<file path="src/logic/gpe_pkg.sv">
// package for the four-line general purpose port: offsets, resets, carriers
// assumes a 32-bit APB master; the port bits sit in the low lanes
//
// Behaviour
// - four lines, each with direction and latch
// - direction one turns driver off, pin floats
// - direction zero drives pin from latch bit
// - line 3 input only, direction reads one
// - pin read gives pins; write loads latch
// - set and clear writes are read-modify-write of sampled pins
// - master clear enabled: line 3 reads zero
// - analog select forces digital reads to zero
// - analog select leaves digital output untouched
// - direction still gates drivers on analog lines
// - pin priority: LCD, then CCP, then latch
// - input functions stay active while outputting
// - analog select bits reset to one
// - upper unimplemented bits read zero, writes ignored
package gpe_pkg;

  localparam int GPE_LINES = 4;
  localparam int GPE_MUX_LINES = 3;
  localparam int GPE_ADDR_W = 8;

  localparam logic [7:0] GPE_OFF_PIN = 8'h00;
  localparam logic [7:0] GPE_OFF_LAT = 8'h04;
  localparam logic [7:0] GPE_OFF_DIR = 8'h08;
  localparam logic [7:0] GPE_OFF_ANSEL = 8'h0C;
  localparam logic [7:0] GPE_OFF_CFG = 8'h10;
  localparam logic [7:0] GPE_OFF_SET = 8'h14;
  localparam logic [7:0] GPE_OFF_CLR = 8'h18;

  localparam int GPE_CFG_MASTER_CLEAR_PIN_ENABLE_BIT = 0;
  localparam int GPE_LINE3 = 3;

  localparam logic [3:0] GPE_LAT_RST = 4'h0;
  localparam logic [2:0] GPE_DIR_RST = 3'h7;
  localparam logic [2:0] GPE_ANSEL_RST = 3'h7;
  localparam logic GPE_MASTER_CLEAR_PIN_ENABLE_RST = 1'b1;

  // on-chip functions that may claim lines 0..2
  typedef struct packed {
    logic [2:0] lcd_en;
    logic [2:0] lcd_data;
    logic [2:0] ccp_en;
    logic [2:0] ccp_data;
  } gpe_periph_t;

  // pad drive towards the pins
  typedef struct packed {
    logic [3:0] out;
    logic [3:0] oe;
  } gpe_pad_t;

endpackage : gpe_pkg

</file>
<file path="src/logic/gpe_port.sv">
// four-line general purpose port with APB register access
// assumes pins arrive asynchronously; peripheral outputs are on clk_sys
//
// Added by the designer: the APB interface to the registers and the placing of the registers.
`timescale 1ns/1ps
`default_nettype none

module gpe_port #(
  parameter int ADDR_W = gpe_pkg::GPE_ADDR_W
) (
  input wire logic clk_sys,
  input wire logic rst,
  input wire logic [ADDR_W-1:0] paddr,
  input wire logic psel,
  input wire logic penable,
  input wire logic pwrite,
  input wire logic [31:0] pwdata,
  input wire logic [3:0] pstrb,
  output logic [31:0] prdata,
  output logic pready,
  output logic pslverr,
  input wire logic [3:0] pin_in,
  output gpe_pkg::gpe_pad_t pads,
  input wire gpe_pkg::gpe_periph_t periph,
  output logic [3:0] line_digital_in,
  output logic master_clear_pin_enable
);

  ////////////////////////////////////////////////////////////////////////
  // decode helpers

  function automatic logic reg_hit(input logic [ADDR_W-1:0] a,
                                   input logic [7:0] off);
    reg_hit = (a == ADDR_W'(off));
  endfunction : reg_hit

  function automatic logic reg_mapped(input logic [ADDR_W-1:0] a);
    reg_mapped = reg_hit(a, gpe_pkg::GPE_OFF_PIN) ||
                 reg_hit(a, gpe_pkg::GPE_OFF_LAT) ||
                 reg_hit(a, gpe_pkg::GPE_OFF_DIR) ||
                 reg_hit(a, gpe_pkg::GPE_OFF_ANSEL) ||
                 reg_hit(a, gpe_pkg::GPE_OFF_CFG) ||
                 reg_hit(a, gpe_pkg::GPE_OFF_SET) ||
                 reg_hit(a, gpe_pkg::GPE_OFF_CLR);
  endfunction : reg_mapped

  ////////////////////////////////////////////////////////////////////////
  // state

  logic [3:0] lat_reg;
  logic [3:0] lat_next;
  logic [2:0] dir_reg;
  logic [2:0] dir_next;
  logic [2:0] ansel_reg;
  logic [2:0] ansel_next;
  logic master_clear_pin_enable_reg;
  logic master_clear_pin_enable_next;
  logic [31:0] prdata_reg;
  logic [31:0] prdata_next;
  logic [3:0] pad_out_reg;
  logic [3:0] pad_out_next;
  logic [3:0] pad_oe_reg;
  logic [3:0] pad_oe_next;
  logic [3:0] din_reg;
  logic [3:0] din_next;

  logic [3:0] pin_sync;
  logic [3:0] pin_value;
  logic [3:0] dir_eff;
  logic setup_phase;
  logic access_phase;
  logic wr_en;

  ////////////////////////////////////////////////////////////////////////
  // pin sampling

  gpe_sync #(
    .WIDTH(gpe_pkg::GPE_LINES)
  ) u_sync (
    .clk_sys(clk_sys),
    .rst(rst),
    .async_in(pin_in),
    .sync_out(pin_sync)
  );

  assign dir_eff = {1'b1, dir_reg};

  // digital view of the pins, masked for analog and master clear
  always_comb begin
    pin_value = pin_sync;
    pin_value[2:0] = pin_sync[2:0] & ~ansel_reg;
    if (master_clear_pin_enable_reg) begin
      pin_value[gpe_pkg::GPE_LINE3] = 1'b0;
    end
  end

  ////////////////////////////////////////////////////////////////////////
  // APB slave: zero wait states, read data captured in the setup cycle

  assign setup_phase = psel && !penable;
  assign access_phase = psel && penable;
  assign wr_en = access_phase && pwrite && pstrb[0] && reg_mapped(paddr);
  assign pready = 1'b1;
  assign pslverr = access_phase && !reg_mapped(paddr);

  always_comb begin
    lat_next = lat_reg;
    dir_next = dir_reg;
    ansel_next = ansel_reg;
    master_clear_pin_enable_next = master_clear_pin_enable_reg;
    prdata_next = prdata_reg;
    // register writes on the access edge
    if (wr_en) begin
      if (reg_hit(paddr, gpe_pkg::GPE_OFF_PIN)) begin
        lat_next = pwdata[3:0];
      end else if (reg_hit(paddr, gpe_pkg::GPE_OFF_LAT)) begin
        lat_next = pwdata[3:0];
      end else if (reg_hit(paddr, gpe_pkg::GPE_OFF_DIR)) begin
        dir_next = pwdata[2:0];
      end else if (reg_hit(paddr, gpe_pkg::GPE_OFF_ANSEL)) begin
        ansel_next = pwdata[2:0];
      end else if (reg_hit(paddr, gpe_pkg::GPE_OFF_CFG)) begin
        master_clear_pin_enable_next = pwdata[gpe_pkg::GPE_CFG_MASTER_CLEAR_PIN_ENABLE_BIT];
      end else if (reg_hit(paddr, gpe_pkg::GPE_OFF_SET)) begin
        lat_next = pin_value | pwdata[3:0];
      end else if (reg_hit(paddr, gpe_pkg::GPE_OFF_CLR)) begin
        lat_next = pin_value & ~pwdata[3:0];
      end
    end
    if (setup_phase && !pwrite) begin
      prdata_next = 32'h0000_0000;
      if (reg_hit(paddr, gpe_pkg::GPE_OFF_PIN)) begin
        prdata_next[3:0] = pin_value;
      end else if (reg_hit(paddr, gpe_pkg::GPE_OFF_LAT)) begin
        prdata_next[3:0] = lat_reg;
      end else if (reg_hit(paddr, gpe_pkg::GPE_OFF_DIR)) begin
        prdata_next[3:0] = dir_eff;
      end else if (reg_hit(paddr, gpe_pkg::GPE_OFF_ANSEL)) begin
        prdata_next[2:0] = ansel_reg;
      end else if (reg_hit(paddr, gpe_pkg::GPE_OFF_CFG)) begin
        prdata_next[gpe_pkg::GPE_CFG_MASTER_CLEAR_PIN_ENABLE_BIT] = master_clear_pin_enable_reg;
      end
    end
  end

  always_ff @(posedge clk_sys) begin
    if (rst) begin
      lat_reg <= gpe_pkg::GPE_LAT_RST;
      dir_reg <= gpe_pkg::GPE_DIR_RST;
      ansel_reg <= gpe_pkg::GPE_ANSEL_RST;
      master_clear_pin_enable_reg <= gpe_pkg::GPE_MASTER_CLEAR_PIN_ENABLE_RST;
      prdata_reg <= 32'h0000_0000;
    end else begin
      lat_reg <= lat_next;
      dir_reg <= dir_next;
      ansel_reg <= ansel_next;
      master_clear_pin_enable_reg <= master_clear_pin_enable_next;
      prdata_reg <= prdata_next;
    end
  end

  assign prdata = prdata_reg;
  assign master_clear_pin_enable = master_clear_pin_enable_reg;

  ////////////////////////////////////////////////////////////////////////
  // pad drive and output priority

  logic [2:0] line_src;

  generate
    for (genvar i = 0; i < gpe_pkg::GPE_MUX_LINES; i++) begin : g_mux
      assign line_src[i] = periph.lcd_en[i] ? periph.lcd_data[i] :
                           periph.ccp_en[i] ? periph.ccp_data[i] :
                           lat_reg[i];
    end
  endgenerate

  always_comb begin
    // driven value; analog select not used
    pad_out_next = {1'b0, line_src};
    // direction gates driver; also on analog lines
    pad_oe_next = ~dir_eff;
    // digital inputs stay visible while driving
    din_next = pin_value;
  end

  always_ff @(posedge clk_sys) begin
    if (rst) begin
      pad_out_reg <= 4'h0;
      pad_oe_reg <= 4'h0;
      din_reg <= 4'h0;
    end else begin
      pad_out_reg <= pad_out_next;
      pad_oe_reg <= pad_oe_next;
      din_reg <= din_next;
    end
  end

  assign pads.out = pad_out_reg;
  assign pads.oe = pad_oe_reg;
  assign line_digital_in = din_reg;
endmodule : gpe_port

`default_nettype wire

</file>
<file path="src/logic/gpe_sync.sv">
// two-flop synchroniser for asynchronous pin levels
// assumes the inputs may change at any time relative to clk_sys
`timescale 1ns/1ps
`default_nettype none

module gpe_sync #(
  parameter int WIDTH = 4
) (
  input wire logic clk_sys,
  input wire logic rst,
  input wire logic [WIDTH-1:0] async_in,
  output logic [WIDTH-1:0] sync_out
);

  logic [WIDTH-1:0] stage1_reg;
  logic [WIDTH-1:0] stage2_reg;

  // first stage is read only by the second
  always_ff @(posedge clk_sys) begin
    if (rst) begin
      stage1_reg <= '0;
      stage2_reg <= '0;
    end else begin
      stage1_reg <= async_in;
      stage2_reg <= stage1_reg;
    end
  end

  assign sync_out = stage2_reg;

endmodule : gpe_sync

`default_nettype wire

</file>
<file path="config.mk">
export PLATFORM = sky130hd
export DESIGN_NAME = gpe_port
export DESIGN_NICKNAME = d
export VERILOG_FILES = /design/src/logic/gpe_pkg.sv /design/src/logic/gpe_port.sv /design/src/logic/gpe_sync.sv
export SDC_FILE = /design/constraint.sdc
export NUM_CORES = 1
export LEC_CHECK = 0
export ABC_AREA = 1
export BUFFER_PORTS_ARGS = -buffer_cell sky130_fd_sc_hd__buf_2
export CAP_MARGIN = 20
export CELL_PAD_IN_SITES_DETAIL_PLACEMENT = 2
export CELL_PAD_IN_SITES_GLOBAL_PLACEMENT = 2
export CORE_AREA = 2 2 95 97
export DETAILED_ROUTE_END_ITERATION = 12
export DIE_AREA = 0 0 97 99
export PLACE_DENSITY = 0.76
export REMOVE_ABC_BUFFERS = 1
export SLEW_MARGIN = 20
export SYNTH_ARGS = -nofsm -noshare
export SYNTH_HDL_FRONTEND = slang
export SYNTH_HIERARCHICAL = 1
export SYNTH_SLANG_ARGS = --single-unit
export TNS_END_PERCENT = 50
</file>
<file path="constraint.sdc">
create_clock -name clk_sys -period 1.6 [get_ports clk_sys]
set_clock_uncertainty 0.1 [all_clocks]
set_input_delay 0.32 -clock clk_sys [delete_from_list [all_inputs] [get_ports clk_sys]]
set_output_delay 0.32 -clock clk_sys [all_outputs]
set_load 0.05 [all_outputs]
</file>
After elaboration in Yosys (flattened, before gate mapping)
Cells that the tools add are included.
{"block": "totals", "ff_bits": 35, "latch_bits": 0, "mem_bits_rw": 0, "rom_bits": 0, "input_bits": 65, "wordCells": 73, "n_memories": 0}
{"block": "op_classes", "add_sub_neg": 0, "n_mul": 0, "div_mod_pow": 0, "magnitude_cmp": 0, "n_eq_ne": 9, "n_shift": 0, "muxes": 21, "bitwise_logic": 10, "n_reduce_logical": 22}
{"operator": "2-to-1 mux 4 bit", "n": 9}
{"operator": "== test 8 x 5 -> 1 bit, second input constant", "n": 3}
{"operator": "== test 8 x 4 -> 1 bit, second input constant", "n": 2}
{"operator": "2-to-1 mux 1 bit", "n": 10}
{"operator": "AND reduction 5 bit", "n": 2}
{"operator": "inequality test 3 x 2 -> 1 bit, second input constant", "n": 3}
{"operator": "== test 8 x 3 -> 1 bit, second input constant", "n": 1}
{"operator": "zero test 8 bit", "n": 1}
{"operator": "NOT 4 bit", "n": 2}
{"operator": "logical AND 1 bit", "n": 7}
{"operator": "logical OR 1 bit", "n": 6}
{"operator": "AND reduction 6 bit", "n": 1}
{"operator": "AND 4 bit", "n": 1}
{"operator": "NOT 1 bit", "n": 4}
{"operator": "bitwise OR 4 bit", "n": 1}
{"operator": "AND reduction 4 bit", "n": 1}
{"operator": "nonzero test 4 bit", "n": 1}
{"operator": "AND 3 bit", "n": 1}
{"operator": "zero test 1 bit", "n": 3}
{"operator": "2-to-1 mux 3 bit", "n": 1}
{"operator": "NOT 3 bit", "n": 1}
{"operator": "2-to-1 mux 2 bit", "n": 1}

Longest topological paths before layout
Gate-level depths: netlist (run 1).
{"block": "logic_depth", "ltp_word": 10, "depth_mapped": 9}

By module
Netlist (run 1), hierarchy kept.
{"module": "gpe_port", "instances": 1, "cells_each": 229, "area_per_inst_um2": 1531.5}
{"module": "gpe_sync", "instances": 1, "cells_each": 25, "area_per_inst_um2": 231.5}

Worst setup path after synthesis (run 1)
No wires, ideal clock.
{"block": "synth_path", "path_kind": "input -> output", "from": "input port paddr[7]", "to": "output port pslverr", "arrival_time_ps": 1228, "path_slack_ps": -48, "path_stages": 4, "path_buffers": 0, "path_cell_list": "inv_1 > nand3_1 > a311oi_4 > nor2_1"}
{"block": "synth_via", "elab_chain_cells": 9, "elab_cells_between_ends": 15}
{"item": "from (decl)", "line": "gpe_port.sv:13", "rtl": "input wire logic [ADDR_W-1:0] paddr,"}
{"item": "== test 8 x 3 -> 1 bit / zero test 8 bit (equally long branches)", "line": "gpe_port.sv:34", "rtl": "reg_hit = (a == ADDR_W'(off));"}
{"item": "logical OR 1 bit", "line": "gpe_port.sv:38", "rtl": "reg_mapped = reg_hit(a, gpe_pkg::GPE_OFF_PIN) ||"}
{"item": "logical OR 1 bit", "line": "gpe_port.sv:39", "rtl": "reg_hit(a, gpe_pkg::GPE_OFF_LAT) ||"}
{"item": "logical OR 1 bit", "line": "gpe_port.sv:40", "rtl": "reg_hit(a, gpe_pkg::GPE_OFF_DIR) ||"}
{"item": "logical OR 1 bit", "line": "gpe_port.sv:41", "rtl": "reg_hit(a, gpe_pkg::GPE_OFF_ANSEL) ||"}
{"item": "logical OR 1 bit", "line": "gpe_port.sv:42", "rtl": "reg_hit(a, gpe_pkg::GPE_OFF_CFG) ||"}
{"item": "logical OR 1 bit (*)", "line": "gpe_port.sv:43", "rtl": "reg_hit(a, gpe_pkg::GPE_OFF_SET) ||"}
{"item": "zero test 1 bit (*)", "line": "gpe_port.sv:104", "rtl": "assign pslverr = access_phase && !reg_mapped(paddr);"}
{"item": "logical AND 1 bit (*)", "line": "gpe_port.sv:104"}
{"item": "to (decl)", "line": "gpe_port.sv:21", "rtl": "output logic pslverr,"}
Every way passes the cells marked *; elsewhere a longest branch is shown, timed or not.

Worst setup path in the final report (run 1)
Ends and elaborated chain as after synthesis.

==> results of run 1 <==
worst max path at each step:
| stage | start | end | slack [ns] | depth (start not counted) |
|---|---|---|---|---|
| CTS | paddr[5] | pslverr | 0.01 | 6 |
| floorplan | paddr[7] | pslverr | -0.05 | 4 |
| global placement | paddr[6] | lat_reg[0] | -0.05 | 10 |
| global route | paddr[7] | pslverr | -0.001 | 6 |
| detailed placement | paddr[6] | lat_reg[0] | -0.11 | 10 |
| finish | paddr[7] | pslverr | 0.05 | 6 |
critical path: stages:
cell and delay [ns]:
buf_2 0.11, inv_2 0.06, nand3_2 0.09, a311oi_4 0.29
nor2_1 0.10, buf_6 0.16
what timing repair did:
item / 4_1_cts / 5_1_grt
pin swaps: 0 / 3
endpoints found under the hold margin: 0 / 0
endpoints found under the setup margin: 1 / 1
resized for setup: 1 / 5
setup buffers: 0 / 3
layer usage:
layer | wire [um] | part of all wire | GRT usage | vias up
met2 | 2580 | 0.51 | 0.205 | 50
met1 | 2110 | 0.41 | 0.122 | 815
met5 | 0 | 0 | 0 | -
met3 | 271 | 0.053 | 0.0319 | 10
met4 | 133 | 0.026 | 0.0433 | 0
li1 | - | - | - | 866
stage by stage:
step,worst slack (ns),instance area [um^2]
floorplan,-0.0483,1620
global placement,-0.0527,2110
detailed placement,-0.110,2110
CTS,0.0106,2230
global route,-0.00106,2260
finish,0.0494,2260
cells by family (layout without fill, tap and decap cells):
kind of cell / after synthesis / in the layout / synth area share
and+or+nand+nor: 113 / 113 / 0.290
AOI/OAI and AO/OA: 30 / 30 / 0.0979
other: 2 / 31 / 0.00426
buffers and inverters: 76 / 117 / 0.234
DFF: 33 / 33 / 0.375
layout make-up:
type,instances,area (um^2)
clock buffer,7,86.3
clock inverter,1,30.0
fill,1045,6290
inverter,42,160
multi-input combinational,174,805
sequential,33,661
tap,108,135
timing repair buffer,67,387
cells in the final DEF, fill, tap and decap left out:
master | synthesis | routed
or2_2 | 1 | 1
nand4_1 | 8 | 8
nand3_1 | 19 | 18
nor3_1 | 1 | 1
nor2_2 | 2 | 2
a21oi_1 | 10 | 10
inv_4 | 1 | 1
buf_6 | 1 | 1
conb_1 | 2 | 31
nor2_1 | 32 | 32
inv_2 | 0 | 3
buf_2 | 0 | 48
nor2_4 | 1 | 1
a311oi_4 | 1 | 1
clkbuf_1 | 2 | 1
bufinv_16 | 0 | 1
nand2_1 | 44 | 44
nand2_2 | 2 | 2
dfxtp_1 | 33 | 33
buf_4 | 31 | 18
o21ai_1 | 4 | 4
clkbuf_8 | 0 | 6
a31oi_1 | 1 | 1
inv_1 | 41 | 38
nand3_2 | 1 | 2
o21ai_0 | 14 | 14
nand2_4 | 2 | 2
where the power goes:
group          switching, mW  internal [mW]  total [mW]
clock                  0.321          0.508       0.829
combinational          0.275         0.0747       0.350
sequential           0.00461          0.837       0.842
total                  0.601           1.42        2.02
==> flow_summary.yaml, run 1 <==
outcome:
  outcome: "finished clean"
floorplanning:
  die_w_um: 97
  die_area_um2: 9600
  ios: 112
  rows: 34
  start_util: 0.206
  core-area_um2: 8550
  die_h_um: 99
synthesis:
  ys_seq_elements: 33
  synth-main-ff-cell: "dfxtp_1"
  synth.area.top_cells: "dfxtp_1, buf_4, nand2_1, inv_1, nor2_1"
  synth_seq_area_share: 0.375
  synth.most_common_cell: "nand2_1"
  synthCells: 254
  syn_area_um2: 1760
  synth_top_area_cell: "dfxtp_1"
  synth_edf_count: 0
  synth_top_cell_area_share: 0.375
  yosysUniqueCellTypes: 23
  async_flop_share: 0
  syn_area_per_cell_um2: 6.94
  synthTopCellsByCount: "nand2_1, inv_1, dfxtp_1, nor2_1, buf_4"
  yosys_warnings: 6
route:
  vias_per_cell: 4.03
  firstDrtPassIters: 4
  drtIter0Drc: 68
  wirelength_um: 5090
  post_drt_wl_per_cell_um: 11.8
  vias: 1741
  drc: 0
  final_antenna_net_count: 0
timing:
  setup_violations: 0
  maxSlewViolCount: 0
  tns_ns: 0
  holdWs_ns: 0.130
  fmax_ghz: 0.645
  min_period_over_period: 0.969
  hold_violations: 0
  post-route-min-period_ns: 1.55
setup_path:
  r2r_slack_ns: 0.38
  cp_max_fo: 3
  cp.required_ns: 1.18
  worstPathArrival_ns: 1.13
  setup.worst_path.class: "input port to primary output"
  cp-start-kind: "input port"
  r2r_end: "lat_reg[0]"
  crit_path_end_kind: "primary output"
  reg2reg_from: "ansel_reg[0]"
  ff2ff_path_depth: 6
pwr:
  pwr_density_cell_nw_per_um2: 893
  p_leak_nw: 1.29
  vdd_drop_max_v: 0.000265
  total_power_mw: 2.02
grt:
  grt_pass1_wl_um: 8710
  grt-ovfl-total: 0
  grt_max_degree: 14
  antenna_found_initial: 0
  grt_usage: 0.112
  grt_pass1_vias: 1865
cts:
  htree_levels: 2
  numCtsBuffers: 5
  cts_tree: "yes"
  clockRootBuffer: "clkbuf_8"
  ctsLongestPathBuffers: 2
  clock_latency_ns: 0.29
  clkSlewWorstSetupHoldPaths_ns: 0.07
  cts_hold_buf: 0
  clkSinkCount: 33
finish:
  drive_above_1_share: 0.275
  finalNetCount: 388
  diodes: 0
  area_growth_pct: 28.4
  final_util: 0.265
  fin_cells: 432
worst_hold_path:
  whs_path_depth: 3
  min_to: "u_sync/stage1_reg[3]"
  min_path_type: "input port to register"
  worstHoldStart: "pin_in[3]"
place:
  routabilityCongestion: 0.760
  numPortBuffers: 49
  dp.cells: 421
  dp_hpwl_um: 4060
flow_run:
  maxCapViolCount: 0
Note: power is estimated with default switching activity, not from simulation.
==> run 2: changes to the inputs <==
--- a/config.mk
+++ b/config.mk
@@ -15,6 +15,7 @@
 export DIE_AREA = 0 0 97 99
 export PLACE_DENSITY = 0.76
 export REMOVE_ABC_BUFFERS = 1
+export SETUP_SLACK_MARGIN = 0.1
 export SLEW_MARGIN = 20
 export SYNTH_ARGS = -nofsm -noshare
 export SYNTH_HDL_FRONTEND = slang
==> flow_summary.yaml, run 2 (same netlist as run 1, synthesis figures left out) <==
cts:
  clockRootBuffer: "clkbuf_8"
  clkSlewWorstSetupHoldPaths_ns: 0.07
  htree_levels: 2
  numCtsBuffers: 5
  clkSinkCount: 33
  clock_latency_ns: 0.29
  cts_tree: "yes"
  ctsLongestPathBuffers: 2
  cts_hold_buf: 0
setup_path:
  setup.worst_path.class: "input port to primary output"
  crit_path_end_kind: "primary output"
  cp.required_ns: 1.18
  worstPathArrival_ns: 1.07
  cp_max_fo: 5
  cp-start-kind: "input port"
pwr:
  p_int_mw: 1.43
  p_leak_nw: 1.30
  vdd_drop_max_v: 0.000265
  p_comb_frac: 0.179
  power_switching_mw: 0.608
  pwr_density_cell_nw_per_um2: 880
  clkPwrFrac: 0.408
  p_sw_frac: 0.298
  seqPwrFrac: 0.413
finish:
  layout_commonest_cell: "buf_2"
  area_growth_pct: 31.3
  drive_above_1_share: 0.289
  seqCellArea_um2: 661
  diodes: 0
  final_util: 0.271
  fillCellCount: 1041
  multi_input_area_um2: 822
  design_area_um2: 2310
  finalNetCount: 389
  mostFrequentLayoutCells: "buf_2, nand2_1, inv_1"
floorplanning:
  ios: 112
  core-area_um2: 8550
  die_area_um2: 9600
  rows: 34
  die_h_um: 99
  start_util: 0.206
  die_w_um: 97
timing:
  post-route-min-period_ns: 1.49
  tns_ns: 0
  worst_slack_ns: 0.114
  maxSlewViolCount: 0
  setup_violations: 0
  hold_violations: 0
  min_period_over_period: 0.929
  fmax_ghz: 0.673
  rsz0062_at_grt: "yes"
grt:
  grt_pass1_wl_um: 8890
  grt_pass1_vias: 1903
  antenna_found_initial: 0
  grt_usage: 0.114
  grt-ovfl-total: 0
  grt_max_degree: 14
route:
  post_drt_wl_per_cell_um: 11.9
  vias: 1747
  final_antenna_net_count: 0
  vias_per_cell: 4.03
  drtIter0Drc: 62
  firstDrtPassIters: 4
  wirelength_um: 5150
  drc: 0
place:
  numPortBuffers: 49
  place_ws_ns: -0.110
  dpl_cell_area_um2: 2110
  dp_hpwl_um: 4060
  routabilityCongestion: 0.760
worst_hold_path:
  min_path_type: "input port to register"
outcome:
  outcome: "finished clean"
flow_run:
  maxCapViolCount: 0
run 2: changes by cell type in the layout (fill, tap and decap cells not counted):
| cell | delta |
|---|---|
| inv_4 | +3 |
| nor2_2 | +1 |
| nand2_1 | -1 |
| inv_2 | -1 |
| nor2_1 | -1 |
| nand3_2 | -1 |
| nand3_4 | +1 |
| buf_4 | +1 |
| buf_2 | -3 |
| inv_1 | -2 |
| buf_6 | +3 |
| nand2_4 | +1 |
run 2: metal layers:
metal	vias to the layer above	GRT usage	share of wire
met5	-	0	0
met4	0	0.0433	0.026
met3	10	0.0319	0.052
met2	49	0.211	0.51
met1	821	0.125	0.41
li1	867	-	-
run 2: stage by stage:
stage | hold WS (ns) | std cells | power, mW
2_1_floorplan | 0.287 | 249 | 1.10
3_3_place_gp | 0.293 | 421 | 1.20
3_5_place_dp | 0.302 | 421 | 1.20
4_1_cts | 0.123 | 433 | 2.07
5_1_grt | 0.130 | 433 | 2.13
6_report | 0.130 | 433 | 2.04
run 2: power groups by stage:
| stage | clock network [mW] | logic [mW] | registers [mW] |
|---|---|---|---|
| 2_1_floorplan | 0 | 0.218 | 0.883 |
| 3_3_place_gp | 0 | 0.337 | 0.860 |
| 3_5_place_dp | 0 | 0.343 | 0.861 |
| 4_1_cts | 0.865 | 0.362 | 0.841 |
| 5_1_grt | 0.898 | 0.391 | 0.843 |
| 6_report | 0.830 | 0.364 | 0.842 |
run 2: critical path: stages:
cell      delay, ns
buf_2          0.11
inv_2          0.06
nand2_4        0.07
a311oi_4       0.30
nor2_2         0.06
buf_6          0.15
run 2: layout make-up:
class	count	share of cell area
clock inverters	1	0.0130
clock buffers	7	0.0373
repair buffers	68	0.178
multi-input cells	174	0.355
well taps	108	0.0584
flip-flops and latches	33	0.285
inverters	42	0.0724
run 2: what timing repair did:
| action | 4_1_cts | 5_1_grt |
|---|---|---|
| pin swaps | 3 | 2 |
| buffers inserted | 4 | 0 |
| gates resized for setup | 13 | 5 |
| setup endpoints to repair | 1 | 8 |
| hold endpoints to repair | 0 | 0 |
run 2: worst paths after layout:
path / from / to / slack, ns / depth (start not counted)
max: paddr[1] / pslverr / 0.11 / 6
max reg2reg: ansel_reg[0] / lat_reg[0] / 0.38 / 6
min: pin_in[3] / u_sync/stage1_reg[3] / 0.13 / 3
min reg2reg: u_sync/stage1_reg[1] / u_sync/sync_out[1] / 0.31 / 2
==> run 3: changes to the inputs <==
--- a/config.mk
+++ b/config.mk
@@ -7,14 +7,13 @@
 export LEC_CHECK = 0
 export ABC_AREA = 1
 export BUFFER_PORTS_ARGS = -buffer_cell sky130_fd_sc_hd__buf_2
-export CAP_MARGIN = 20
+export CAP_MARGIN = 30
 export CELL_PAD_IN_SITES_DETAIL_PLACEMENT = 2
 export CELL_PAD_IN_SITES_GLOBAL_PLACEMENT = 2
 export CORE_AREA = 2 2 95 97
 export DETAILED_ROUTE_END_ITERATION = 12
 export DIE_AREA = 0 0 97 99
 export PLACE_DENSITY = 0.76
-export REMOVE_ABC_BUFFERS = 1
 export SETUP_SLACK_MARGIN = 0.1
 export SLEW_MARGIN = 20
 export SYNTH_ARGS = -nofsm -noshare
==> flow_summary.yaml, run 3 (same netlist as run 1, synthesis figures left out) <==
place:
  dp.cells: 415
  dp_hpwl_um: 4270
  place_ws_ns: -0.0641
  numPortBuffers: 49
  routabilityCongestion: 0.755
  dpl_cell_area_um2: 2070
finish:
  layout_commonest_cell: "buf_2"
  fin_cells: 427
  seqCellArea_um2: 661
  finalNetCount: 385
  multi_input_area_um2: 822
  drive_above_1_share: 0.282
  mostFrequentLayoutCells: "buf_2, nand2_1, inv_1"
  area_growth_pct: 27.0
  diodes: 0
  final_util: 0.262
  fillCellCount: 1066
  design_area_um2: 2240
grt:
  grt_max_degree: 20
  grt-ovfl-total: 0
  grt_usage: 0.114
  grt_pass1_vias: 1858
  grt_pass1_wl_um: 8890
  antenna_found_initial: 0
timing:
  worst_slack_ns: 0.111
  hold_violations: 0
  min_period_over_period: 0.931
  rsz0062_at_grt: "yes"
  maxSlewViolCount: 0
  post-route-min-period_ns: 1.49
  fmax_ghz: 0.671
  holdWs_ns: 0.140
  setup_violations: 0
setup_path:
  cp_max_fo: 5
  cp-start-kind: "input port"
  crit_path_end_kind: "primary output"
  worstPathArrival_ns: 1.07
  cp.required_ns: 1.18
  setup.worst_path.class: "input port to primary output"
route:
  firstDrtPassIters: 4
  vias_per_cell: 4.10
  vias: 1749
  wirelength_um: 5310
  drtIter0Drc: 57
  post_drt_wl_per_cell_um: 12.4
  final_antenna_net_count: 0
  drc: 0
cts:
  cts_hold_buf: 0
  clockRootBuffer: "clkbuf_8"
  clkSlewWorstSetupHoldPaths_ns: 0.07
  ctsLongestPathBuffers: 2
  htree_levels: 2
  cts_tree: "yes"
  clkSinkCount: 33
  numCtsBuffers: 5
  clock_latency_ns: 0.28
floorplanning:
  die_w_um: 97
  die_h_um: 99
  core-area_um2: 8550
  start_util: 0.206
  ios: 112
  die_area_um2: 9600
  rows: 34
pwr:
  p_leak_nw: 1.26
  vdd_drop_max_v: 0.000235
  pwr_density_cell_nw_per_um2: 793
outcome:
  outcome: "finished clean"
worst_hold_path:
  min_path_type: "input port to register"
flow_run:
  maxCapViolCount: 0
## run 3: routing by layer
metal / up-vias / GRT usage / wire [um] / part of all wire
met5: - / 0 / 0 / 0
met4: 0 / 0.0379 / 91 / 0.017
met3: 9 / 0.0291 / 300 / 0.056
met2: 54 / 0.217 / 2870 / 0.54
met1: 830 / 0.123 / 2060 / 0.39
li1: 856 / - / - / -
## run 3: worst paths after layout
| kind | start | endpoint | slack [ns] | depth (start not counted) |
|---|---|---|---|---|
| max reg2reg | ansel_reg[0] | prdata[0] | 0.35 | 6 |
| min | pin_in[0] | u_sync/stage1_reg[0] | 0.14 | 3 |
| min reg2reg | u_sync/stage1_reg[0] | u_sync/sync_out[0] | 0.31 | 2 |
| max | paddr[0] | pslverr | 0.11 | 6 |
## run 3: area by class of cell
cell class / instances / area share
flip-flops and latches: 33 / 0.295
well taps: 108 / 0.0603
clock buffers: 5 / 0.0307
multi-input cells: 174 / 0.367
inverters: 42 / 0.0737
clock inverters: 1 / 0.00223
repair buffers: 64 / 0.171
## run 3: critical path: stages
cell and delay [ns]:
buf_2 0.10, inv_2 0.06, nand2_4 0.07, a311oi_4 0.30, nor2_2 0.06, buf_6 0.15
## run 3: report_power, final
group / internal, mW / switching (mW) / total (mW)
Clock: 0.286 / 0.289 / 0.575
Sequential: 0.837 / 0.00437 / 0.842
Combinational: 0.0787 / 0.281 / 0.360
## run 3: what timing repair did
action	CTS	global route
buffers inserted	5	1
pin swaps	3	4
gates resized for setup	13	8
gates cloned	0	0
setup endpoints to repair	1	11
## run 3: through the flow
step	setup TNS (ns)	total power, mW
detailed placement	-0.418	1.20
finish	0	1.78
global route	0	1.87
global placement	0	1.19
floorplan	0	1.17
CTS	0	1.81
